===== src/core/pdc_pkg.sv =====
// constants, register map and field layout for the pll divider configuration
// Operation
// - config bits 30:29 pick one of four oscillator phases for primary global
// - bits 28:24 divide second secondary outputs by field plus one
// - bits 23:19 divide first secondary outputs by field plus one
// - bits 18:14 divide primary global output by field plus one
// - bits 13:7 set feedback ratio m as field plus one, max 128
// - bits 6:0 divide reference input by field plus one before loop
// - primary frequency equals reference times m over n times u
// - secondary pairs run at reference times m over n and own divider
package pdc_pkg;

    // register bus
    localparam int          ADDR_W          = 8;
    localparam logic [7:0]  CONFIG_OFFSET   = 8'h00;
    localparam logic [7:0]  STATUS_OFFSET   = 8'h04;
    localparam logic [31:0] CONFIG_RESET    = 32'h0000_0000;

    // configuration word field positions
    localparam int PHASE_SEL_MSB  = 31;
    localparam int PHASE_SEL_LSB  = 29;
    localparam int SEC2_DIV_MSB   = 28;
    localparam int SEC2_DIV_LSB   = 24;
    localparam int SEC1_DIV_MSB   = 23;
    localparam int SEC1_DIV_LSB   = 19;
    localparam int PRIM_DIV_MSB   = 18;
    localparam int PRIM_DIV_LSB   = 14;
    localparam int FB_DIV_MSB     = 13;
    localparam int FB_DIV_LSB     = 7;
    localparam int IN_DIV_MSB     = 6;
    localparam int IN_DIV_LSB     = 0;

    // status word layout
    localparam int STATUS_LOCK_BIT = 31;

    // loop model widths
    localparam int OUT_DIV_W   = 5;
    localparam int LOOP_DIV_W  = 7;
    localparam int PERIOD_W    = 16;
    localparam int ACC_W       = 18;
    localparam int PHASE_COUNT = 4;

    // measurements needed before the oscillator runs
    localparam logic [1:0] LOCK_MEASURES = 2'h2;

    typedef enum logic [1:0] {
        PDC_HUNT,
        PDC_MEASURE,
        PDC_RUN
    } pdc_loop_state_t;

endpackage : pdc_pkg


===== src/core/pdc_out_div.sv =====
// output divider: turns oscillator edges into a divided clock level
module pdc_out_div (
    // clock and reset
    input  wire logic                          clk_sys_i,
    input  wire logic                          reset_i,
    // oscillator phase
    input  wire logic                          edge_i,
    input  wire logic                          level_i,
    // divider field, ratio is field plus one
    input  wire logic [pdc_pkg::OUT_DIV_W-1:0] ratio_i,
    // divided clock
    output logic                               clk_o
);

    logic [pdc_pkg::OUT_DIV_W-1:0] ratio_reg;
    logic [pdc_pkg::OUT_DIV_W-1:0] cnt_reg;
    logic                          clk_reg;

    // a new ratio is adopted only when a full output period ends
    always_ff @(posedge clk_sys_i or posedge reset_i) begin
        if (reset_i) begin
            ratio_reg <= '0;
            cnt_reg   <= '0;
        end else if (edge_i) begin
            if (cnt_reg == ratio_reg) begin
                cnt_reg   <= '0;
                ratio_reg <= ratio_i;
            end else begin
                cnt_reg <= cnt_reg + 5'h01;
            end
        end
    end

    // high for the first half of the period, longer half for odd ratios
    always_ff @(posedge clk_sys_i or posedge reset_i) begin
        if (reset_i) begin
            clk_reg <= 1'b0;
        end else if (ratio_reg == '0) begin
            clk_reg <= level_i;
        end else begin
            clk_reg <= (cnt_reg <= (ratio_reg >> 1));
        end
    end

    assign clk_o = clk_reg;

endmodule : pdc_out_div


===== src/core/pdc_pll_divider_config.sv =====
// clock conditioner: digital loop model with input, feedback and output dividers
//
// Design decisions made here: strobed register access and the placing of the registers.
module pdc_pll_divider_config (
    // clock and reset
    input  wire logic                        clk_sys_i,
    input  wire logic                        reset_i,
    // reference clock from pad or core routing
    input  wire logic                        reference_clock_in_i,
    // register port
    input  wire logic [pdc_pkg::ADDR_W-1:0]  reg_addr_i,
    input  wire logic [31:0]                 reg_wdata_i,
    input  wire logic                        reg_write_i,
    input  wire logic                        reg_read_i,
    output logic      [31:0]                 reg_rdata_o,
    // conditioned clocks
    output logic                             primary_global_clock_o,
    output logic                             first_secondary_global_clock_o,
    output logic                             first_secondary_core_clock_o,
    output logic                             second_secondary_global_clock_o,
    output logic                             second_secondary_core_clock_o,
    // loop status
    output logic                             loop_locked_o
);

    logic [31:0]                    config_reg;
    logic [31:0]                    rdata_reg;
    logic [1:0]                     ref_sync_reg;
    logic                           ref_prev_reg;
    logic                           ref_rise;
    logic [pdc_pkg::LOOP_DIV_W-1:0] in_cnt_reg;
    logic                           ref_div_tick;
    logic [pdc_pkg::PERIOD_W-1:0]   period_cnt_reg;
    logic [pdc_pkg::PERIOD_W-1:0]   period_reg;
    logic [1:0]                     measures_reg;
    pdc_pkg::pdc_loop_state_t       state_reg;
    logic [pdc_pkg::ACC_W-1:0]      acc_reg;
    logic [pdc_pkg::ACC_W-1:0]      acc_sum;
    logic [pdc_pkg::ACC_W-1:0]      fb_step;
    logic                           quarter_tick;
    logic [1:0]                     phase_reg;
    logic [1:0]                     phase_sel;
    logic [3:0]                     phase_level;
    logic [3:0]                     phase_rise;

    // register field slices
    logic [pdc_pkg::OUT_DIV_W-1:0]  sec2_div;
    logic [pdc_pkg::OUT_DIV_W-1:0]  sec1_div;
    logic [pdc_pkg::OUT_DIV_W-1:0]  prim_div;
    logic [pdc_pkg::LOOP_DIV_W-1:0] fb_div;
    logic [pdc_pkg::LOOP_DIV_W-1:0] in_div;

    assign phase_sel = config_reg[pdc_pkg::PHASE_SEL_LSB +: 2];
    assign sec2_div  = config_reg[pdc_pkg::SEC2_DIV_MSB:pdc_pkg::SEC2_DIV_LSB];
    assign sec1_div  = config_reg[pdc_pkg::SEC1_DIV_MSB:pdc_pkg::SEC1_DIV_LSB];
    assign prim_div  = config_reg[pdc_pkg::PRIM_DIV_MSB:pdc_pkg::PRIM_DIV_LSB];
    assign fb_div    = config_reg[pdc_pkg::FB_DIV_MSB:pdc_pkg::FB_DIV_LSB];
    assign in_div    = config_reg[pdc_pkg::IN_DIV_MSB:pdc_pkg::IN_DIV_LSB];

    // register writes
    always_ff @(posedge clk_sys_i or posedge reset_i) begin
        if (reset_i) begin
            config_reg <= pdc_pkg::CONFIG_RESET;
        end else if (reg_write_i && reg_addr_i == pdc_pkg::CONFIG_OFFSET) begin
            config_reg <= reg_wdata_i;
        end
    end

    // read data stands only in the cycle after the strobe
    always_ff @(posedge clk_sys_i or posedge reset_i) begin
        if (reset_i) begin
            rdata_reg <= '0;
        end else if (!reg_read_i) begin
            rdata_reg <= '0;
        end else if (reg_addr_i == pdc_pkg::CONFIG_OFFSET) begin
            rdata_reg <= config_reg;
        end else if (reg_addr_i == pdc_pkg::STATUS_OFFSET) begin
            rdata_reg <= '0;
            rdata_reg[pdc_pkg::STATUS_LOCK_BIT] <= loop_locked_o;
            rdata_reg[pdc_pkg::PERIOD_W-1:0]    <= period_reg;
        end else begin
            rdata_reg <= '0;
        end
    end

    assign reg_rdata_o = rdata_reg;

    // the reference may come from a pad or from core routing, so resync it
    always_ff @(posedge clk_sys_i or posedge reset_i) begin
        if (reset_i) begin
            ref_sync_reg <= '0;
            ref_prev_reg <= 1'b0;
        end else begin
            ref_sync_reg <= {ref_sync_reg[0], reference_clock_in_i};
            ref_prev_reg <= ref_sync_reg[1];
        end
    end

    assign ref_rise = ref_sync_reg[1] && !ref_prev_reg;

    // input divider n
    always_ff @(posedge clk_sys_i or posedge reset_i) begin
        if (reset_i) begin
            in_cnt_reg <= '0;
        end else if (ref_rise) begin
            if (in_cnt_reg >= in_div) begin
                in_cnt_reg <= '0;
            end else begin
                in_cnt_reg <= in_cnt_reg + 7'h01;
            end
        end
    end

    assign ref_div_tick = ref_rise && (in_cnt_reg >= in_div);

    // period of the divided reference in system cycles
    always_ff @(posedge clk_sys_i or posedge reset_i) begin
        if (reset_i) begin
            period_cnt_reg <= '0;
            period_reg     <= '0;
        end else if (ref_div_tick) begin
            period_cnt_reg <= 16'h0001;
            period_reg     <= period_cnt_reg;
        end else if (period_cnt_reg != '1) begin
            period_cnt_reg <= period_cnt_reg + 16'h0001;
        end
    end

    // lock sequencing: the loop runs once two full periods have been measured
    always_ff @(posedge clk_sys_i or posedge reset_i) begin
        if (reset_i) begin
            state_reg    <= pdc_pkg::PDC_HUNT;
            measures_reg <= '0;
        end else begin
            case (state_reg)
                pdc_pkg::PDC_HUNT: begin
                    measures_reg <= '0;
                    if (ref_div_tick) begin
                        state_reg <= pdc_pkg::PDC_MEASURE;
                    end
                end
                pdc_pkg::PDC_MEASURE: begin
                    if (period_cnt_reg == '1) begin
                        state_reg <= pdc_pkg::PDC_HUNT;
                    end else if (ref_div_tick) begin
                        measures_reg <= measures_reg + 2'h1;
                        if (measures_reg + 2'h1 >= pdc_pkg::LOCK_MEASURES) begin
                            state_reg <= pdc_pkg::PDC_RUN;
                        end
                    end
                end
                pdc_pkg::PDC_RUN: begin
                    // a stopped reference drops lock
                    if (period_cnt_reg == '1) begin
                        state_reg <= pdc_pkg::PDC_HUNT;
                    end
                end
                default: begin
                    state_reg <= pdc_pkg::PDC_HUNT;
                end
            endcase
        end
    end

    assign loop_locked_o = (state_reg == pdc_pkg::PDC_RUN);

    // oscillator: 4*m quarter steps per divided reference period
    assign fb_step = {{(pdc_pkg::ACC_W-pdc_pkg::LOOP_DIV_W-3){1'b0}},
                      ({1'b0, fb_div} + 8'h01), 2'b00};
    assign acc_sum = acc_reg + fb_step;
    assign quarter_tick = loop_locked_o &&
                          (acc_sum >= {2'b00, period_reg});

    always_ff @(posedge clk_sys_i or posedge reset_i) begin
        if (reset_i) begin
            acc_reg <= '0;
        end else if (!loop_locked_o) begin
            acc_reg <= '0;
        end else if (quarter_tick) begin
            acc_reg <= acc_sum - {2'b00, period_reg};
        end else begin
            acc_reg <= acc_sum;
        end
    end

    // one phase counter feeds every output so edges stay related
    always_ff @(posedge clk_sys_i or posedge reset_i) begin
        if (reset_i) begin
            phase_reg <= '0;
        end else if (quarter_tick) begin
            phase_reg <= phase_reg + 2'h1;
        end
    end

    // phase k is high for two quarters starting at quarter k
    always_comb begin
        for (int k = 0; k < pdc_pkg::PHASE_COUNT; k++) begin
            phase_level[k] = ((phase_reg - 2'(k)) < 2'h2);
            phase_rise[k]  = quarter_tick && ((phase_reg + 2'h1) == 2'(k));
        end
    end

    pdc_out_div u_primary_div (
        .clk_sys_i (clk_sys_i),
        .reset_i   (reset_i),
        .edge_i    (phase_rise[phase_sel]),
        .level_i   (phase_level[phase_sel]),
        .ratio_i   (prim_div),
        .clk_o     (primary_global_clock_o)
    );

    pdc_out_div u_first_secondary_div (
        .clk_sys_i (clk_sys_i),
        .reset_i   (reset_i),
        .edge_i    (phase_rise[0]),
        .level_i   (phase_level[0]),
        .ratio_i   (sec1_div),
        .clk_o     (first_secondary_global_clock_o)
    );

    pdc_out_div u_second_secondary_div (
        .clk_sys_i (clk_sys_i),
        .reset_i   (reset_i),
        .edge_i    (phase_rise[0]),
        .level_i   (phase_level[0]),
        .ratio_i   (sec2_div),
        .clk_o     (second_secondary_global_clock_o)
    );

    // core copies share the global flop, so frequency and phase match
    assign first_secondary_core_clock_o  = first_secondary_global_clock_o;
    assign second_secondary_core_clock_o = second_secondary_global_clock_o;

endmodule : pdc_pll_divider_config


===== config.mk =====
export PLATFORM = sky130hd
export DESIGN_NAME = pdc_pll_divider_config
export DESIGN_NICKNAME = d
export VERILOG_FILES = /design/src/core/pdc_pkg.sv /design/src/core/pdc_out_div.sv /design/src/core/pdc_pll_divider_config.sv
export SDC_FILE = /design/constraint.sdc
export NUM_CORES = 1
export LEC_CHECK = 0
export BUFFER_PORTS_ARGS = -buffer_cell sky130_fd_sc_hd__buf_2
export CAP_MARGIN = 15
export CORE_ASPECT_RATIO = 1.1
export CORE_MARGIN = 10
export CORE_UTILIZATION = 43
export DETAILED_ROUTE_END_ITERATION = 10
export SYNTH_ARGS = -nofsm -noshare
export SYNTH_HDL_FRONTEND = slang
export SYNTH_HIERARCHICAL = 1
export SYNTH_SLANG_ARGS = --single-unit

===== constraint.sdc =====
create_clock -name clk_sys_i -period 8.6 [get_ports clk_sys_i]
set_clock_uncertainty 0.05 [all_clocks]
set_input_delay 1.72 -clock clk_sys_i [delete_from_list [all_inputs] [get_ports clk_sys_i]]
set_output_delay 1.72 -clock clk_sys_i [all_outputs]
set_load 0.01 [all_outputs]

==> run_results.csv <==
group,metric,value,unit
drt,routed_via_density,5.29,
clocking,cts_made_buffers,17,
timing,hold_slack,0.301,ns
timing,max_freq,180,MHz
grt,grt_overflow,0,
floorplan,start_util,0.439,
timing,hold_violations,0,
synthesis,synth_ff_type,"dfrtp_1",
timing,tightest_slew,1.01,ns
floorplan,die_h,172,um
grt,grt_util_all_layers,0.164,
grt,grt_pass1_wl,35500,um
grt,grt_pass1_vias,6716,
synthesis,yosys-top-cells-area,"dfrtp_1 45%, ha_1 7.4%, mux2_2 5.6%, nor2_1 3.3%, xnor2_1 2.9%",
status,status,"finished clean",
grt,met1_usage,0.217,
drt,remaining_drc_errors,0,
clocking,clock_sinks,163,
drt,dr.pass1.iters,5,
synthesis,synth_edf_count,0,
clocking,cts_setup_buffers,0,
finish,instances_no_fill,1270,
synthesis,synth_fp_nets,994,
finish,layout-drive-gt1-share,0.207,
setup_path,ff2ff_setup_slack,3.05,ns
grt,met3_usage,0.0353,
synthesis,ys_types,74,
grt,grtUsageMet2,0.267,
placement,gp_congestion,0.886,
floorplan,dieWidth,159,um
placement,portBuffers,82,
placement,dpl-instance-area,9760,sq um
placement,post-dp-hpwl,15800,um
synthesis,synthCells,893,
setup_path,required,8.86,ns
timing,slew_headroom,0.325,
grt,grt_max_degree,72,
timing,fin_crit_sh,0.645,
floorplan,fp-row-count,55,
floorplan,core_area,20700,sq um
drt,wl_per_cell,17.1,um
synthesis,synth_top_area_frac,0.449,
timing,layout_setup_ws,3.05,ns
timing,final-setup-viol-count,0,
setup_path,critPathLaunchType,"flip-flop",
clocking,cts_resized,0,
drt,routed_wl,21700,um
timing,timing.setup.tns,0,ns
setup_path,worstSetupPathType,"reg -> reg",
finish,nets,1073,
finish,postLayoutCoreUtil,0.502,
synthesis,yosysTopAreaCell,"dfrtp_1",
pwr,ir_drop,0.179,mV
pwr,leakagePower,5.04,nW
setup_path,worst-path-max-fanout,22,
clocking,clk_latency,0.43,ns
grt,top_usage_layer,"met2",
drt,drtAntennaViolNets,0,
placement,dp_slack,3.13,ns
synthesis,ys_ff_latch,163,
clocking,cts.reportedPaths.clkPinSlew,0.07,ns
synthesis,syn_avg_cell_area,10.2,sq um
clocking,cts_max_level,4,
synthesis,synthTopCellsByCount,"163 x dfrtp_1, 79 x nor2_1, 66 x nand2_1, 65 x inv_1, 54 x ha_1",
clocking,hold_buffers,0,
finish,fin_area,10400,sq um
synthesis,syn_area,9090,sq um
timing,finalMaxSlewViolations,0,
synthesis,synth_seq_area_share,0.449,
min_path,hp-class,"reg -> reg",
clocking,clockRootBuffer,"clkbuf_16",
floorplan,io_pins,83,
finish,area_delta_synth_final,14.4,%
pwr,power,2.52,mW
timing,fin_crit,5.55,ns
floorplan,die_area,27400,sq um
synthesis,yosysWarnings,6,
pwr,p_per_area,242,nW/um^2
drt,first_iter_violations,327,
clocking,cts_max_path_buffers,2,
setup_path,cp.arrival,5.81,ns
placement,dp.cells,1238,
drt,dr_total_vias,6717,
setup_path,cp-end-kind,"flip-flop",
timing,rsz0062_at_grt,"false",
grt,antenna_found_initial,1,
job,drv_cap,0,
clocking,cts_tree,"yes",
synthesis,async_flop_share,1.00,
synthesis,synth_most_common_cell,"dfrtp_1",
-- power by group --
group / switching [mW] / leakage (nW) / internal [mW]
clock: 0.320 / 0.309 / 0.504
sequential: 0.0561 / 2.23 / 0.821
combinational: 0.484 / 2.50 / 0.334
total: 0.861 / 5.04 / 1.66
-- cell type report --
| type | instances | area [sq um] |
|---|---|---|
| Timing Repair Buffer | 86 | 440 |
| Antenna cell | 1 | 2.50 |
| Clock buffer | 20 | 457 |
| Fill cell | 1919 | 10300 |
| Tap cell | 285 | 357 |
| Clock inverter | 11 | 175 |
| Multi-Input combinational cell | 639 | 4640 |
| Sequential cell | 163 | 4080 |
| Inverter | 65 | 249 |
-- critical path, cell delays in order, from the launching register on --
cell and delay (ns):
dfrtp_1 0.44, ha_1 0.22, nand3_1 0.12, nor2_1 0.15, xor2_1 0.16, ha_1 0.29, o21ai_0 0.31, nor2_1 0.09
nor2_1 0.19, nor2_1 0.06, nand2_1 0.08, xor2_1 0.22, inv_1 0.07, ha_1 0.38, and3_4 0.25, nand4_4 0.11
nor4_1 0.29, nand4_1 0.26, nand4_4 0.39, and3_2 0.50, nor3b_4 0.39, mux2_2 0.38
-- cells in the final DEF (no fill, tap or decap), drive strengths merged, types with 4 or more instances in the layout --
cell / instances
dfrtp: 163
buf: 86
nor2: 79
inv: 68
nand2: 67
ha: 54
o21ai: 51
mux2: 46
a21oi: 45
nand3: 40
xnor2: 30
xor2: 30
mux2i: 23
nor3: 21
clkbuf: 20
and2: 17
and3: 15
nand4: 13
or3: 8
o21a: 7
nand2b: 6
o211ai: 6
a21o: 6
nor3b: 6
or2: 4
nor2b: 4
o22ai: 4
nand4b: 4
bufinv: 4
o31ai: 4
nor4: 4
a211oi: 4
o221ai: 4
-- final timing paths --
path                                           startpoint                                              to  depth (start not counted)
worst max register to register  config_reg[7]$_DFFE_PP0P_  u_first_secondary_div/ratio_reg[2]$_DFFE_PP0P_                         21
worst max-delay path            config_reg[7]$_DFFE_PP0P_  u_first_secondary_div/ratio_reg[2]$_DFFE_PP0P_                         21
worst min-delay path            ref_sync_reg[0]$_DFF_PP0_                       ref_sync_reg[1]$_DFF_PP0_                          0
max in group asynchronous                         reset_i                       config_reg[5]$_DFFE_PP0P_                          3
worst min register to register  ref_sync_reg[0]$_DFF_PP0_                       ref_sync_reg[1]$_DFF_PP0_                          0
min in group asynchronous                         reset_i    u_first_secondary_div/cnt_reg[4]$_DFFE_PP0P_                          2
-- routing by layer --
layer  wire length [um]  up-vias
met3               1080       20
met4                229        0
met5                  0        -
met2              10300      129
li1                   -     3291
met1              10100     3277
-- logic make-up (layout without fill, tap and decap cells) --
kind of cell | Yosys count | after routing | synth area share
AO/OA/AOI/OAI | 159 | 159 | 0.118
XOR/XNOR | 60 | 60 | 0.0587
adder cells (fa/ha/maj) | 56 | 56 | 0.0788
AND/OR/NAND/NOR | 294 | 294 | 0.168
multiplexers | 70 | 70 | 0.0852
flip-flops | 163 | 163 | 0.449
buffers and inverters | 91 | 182 | 0.0417
other | 0 | 1 | 0
Power figures use the tool's default switching activity.
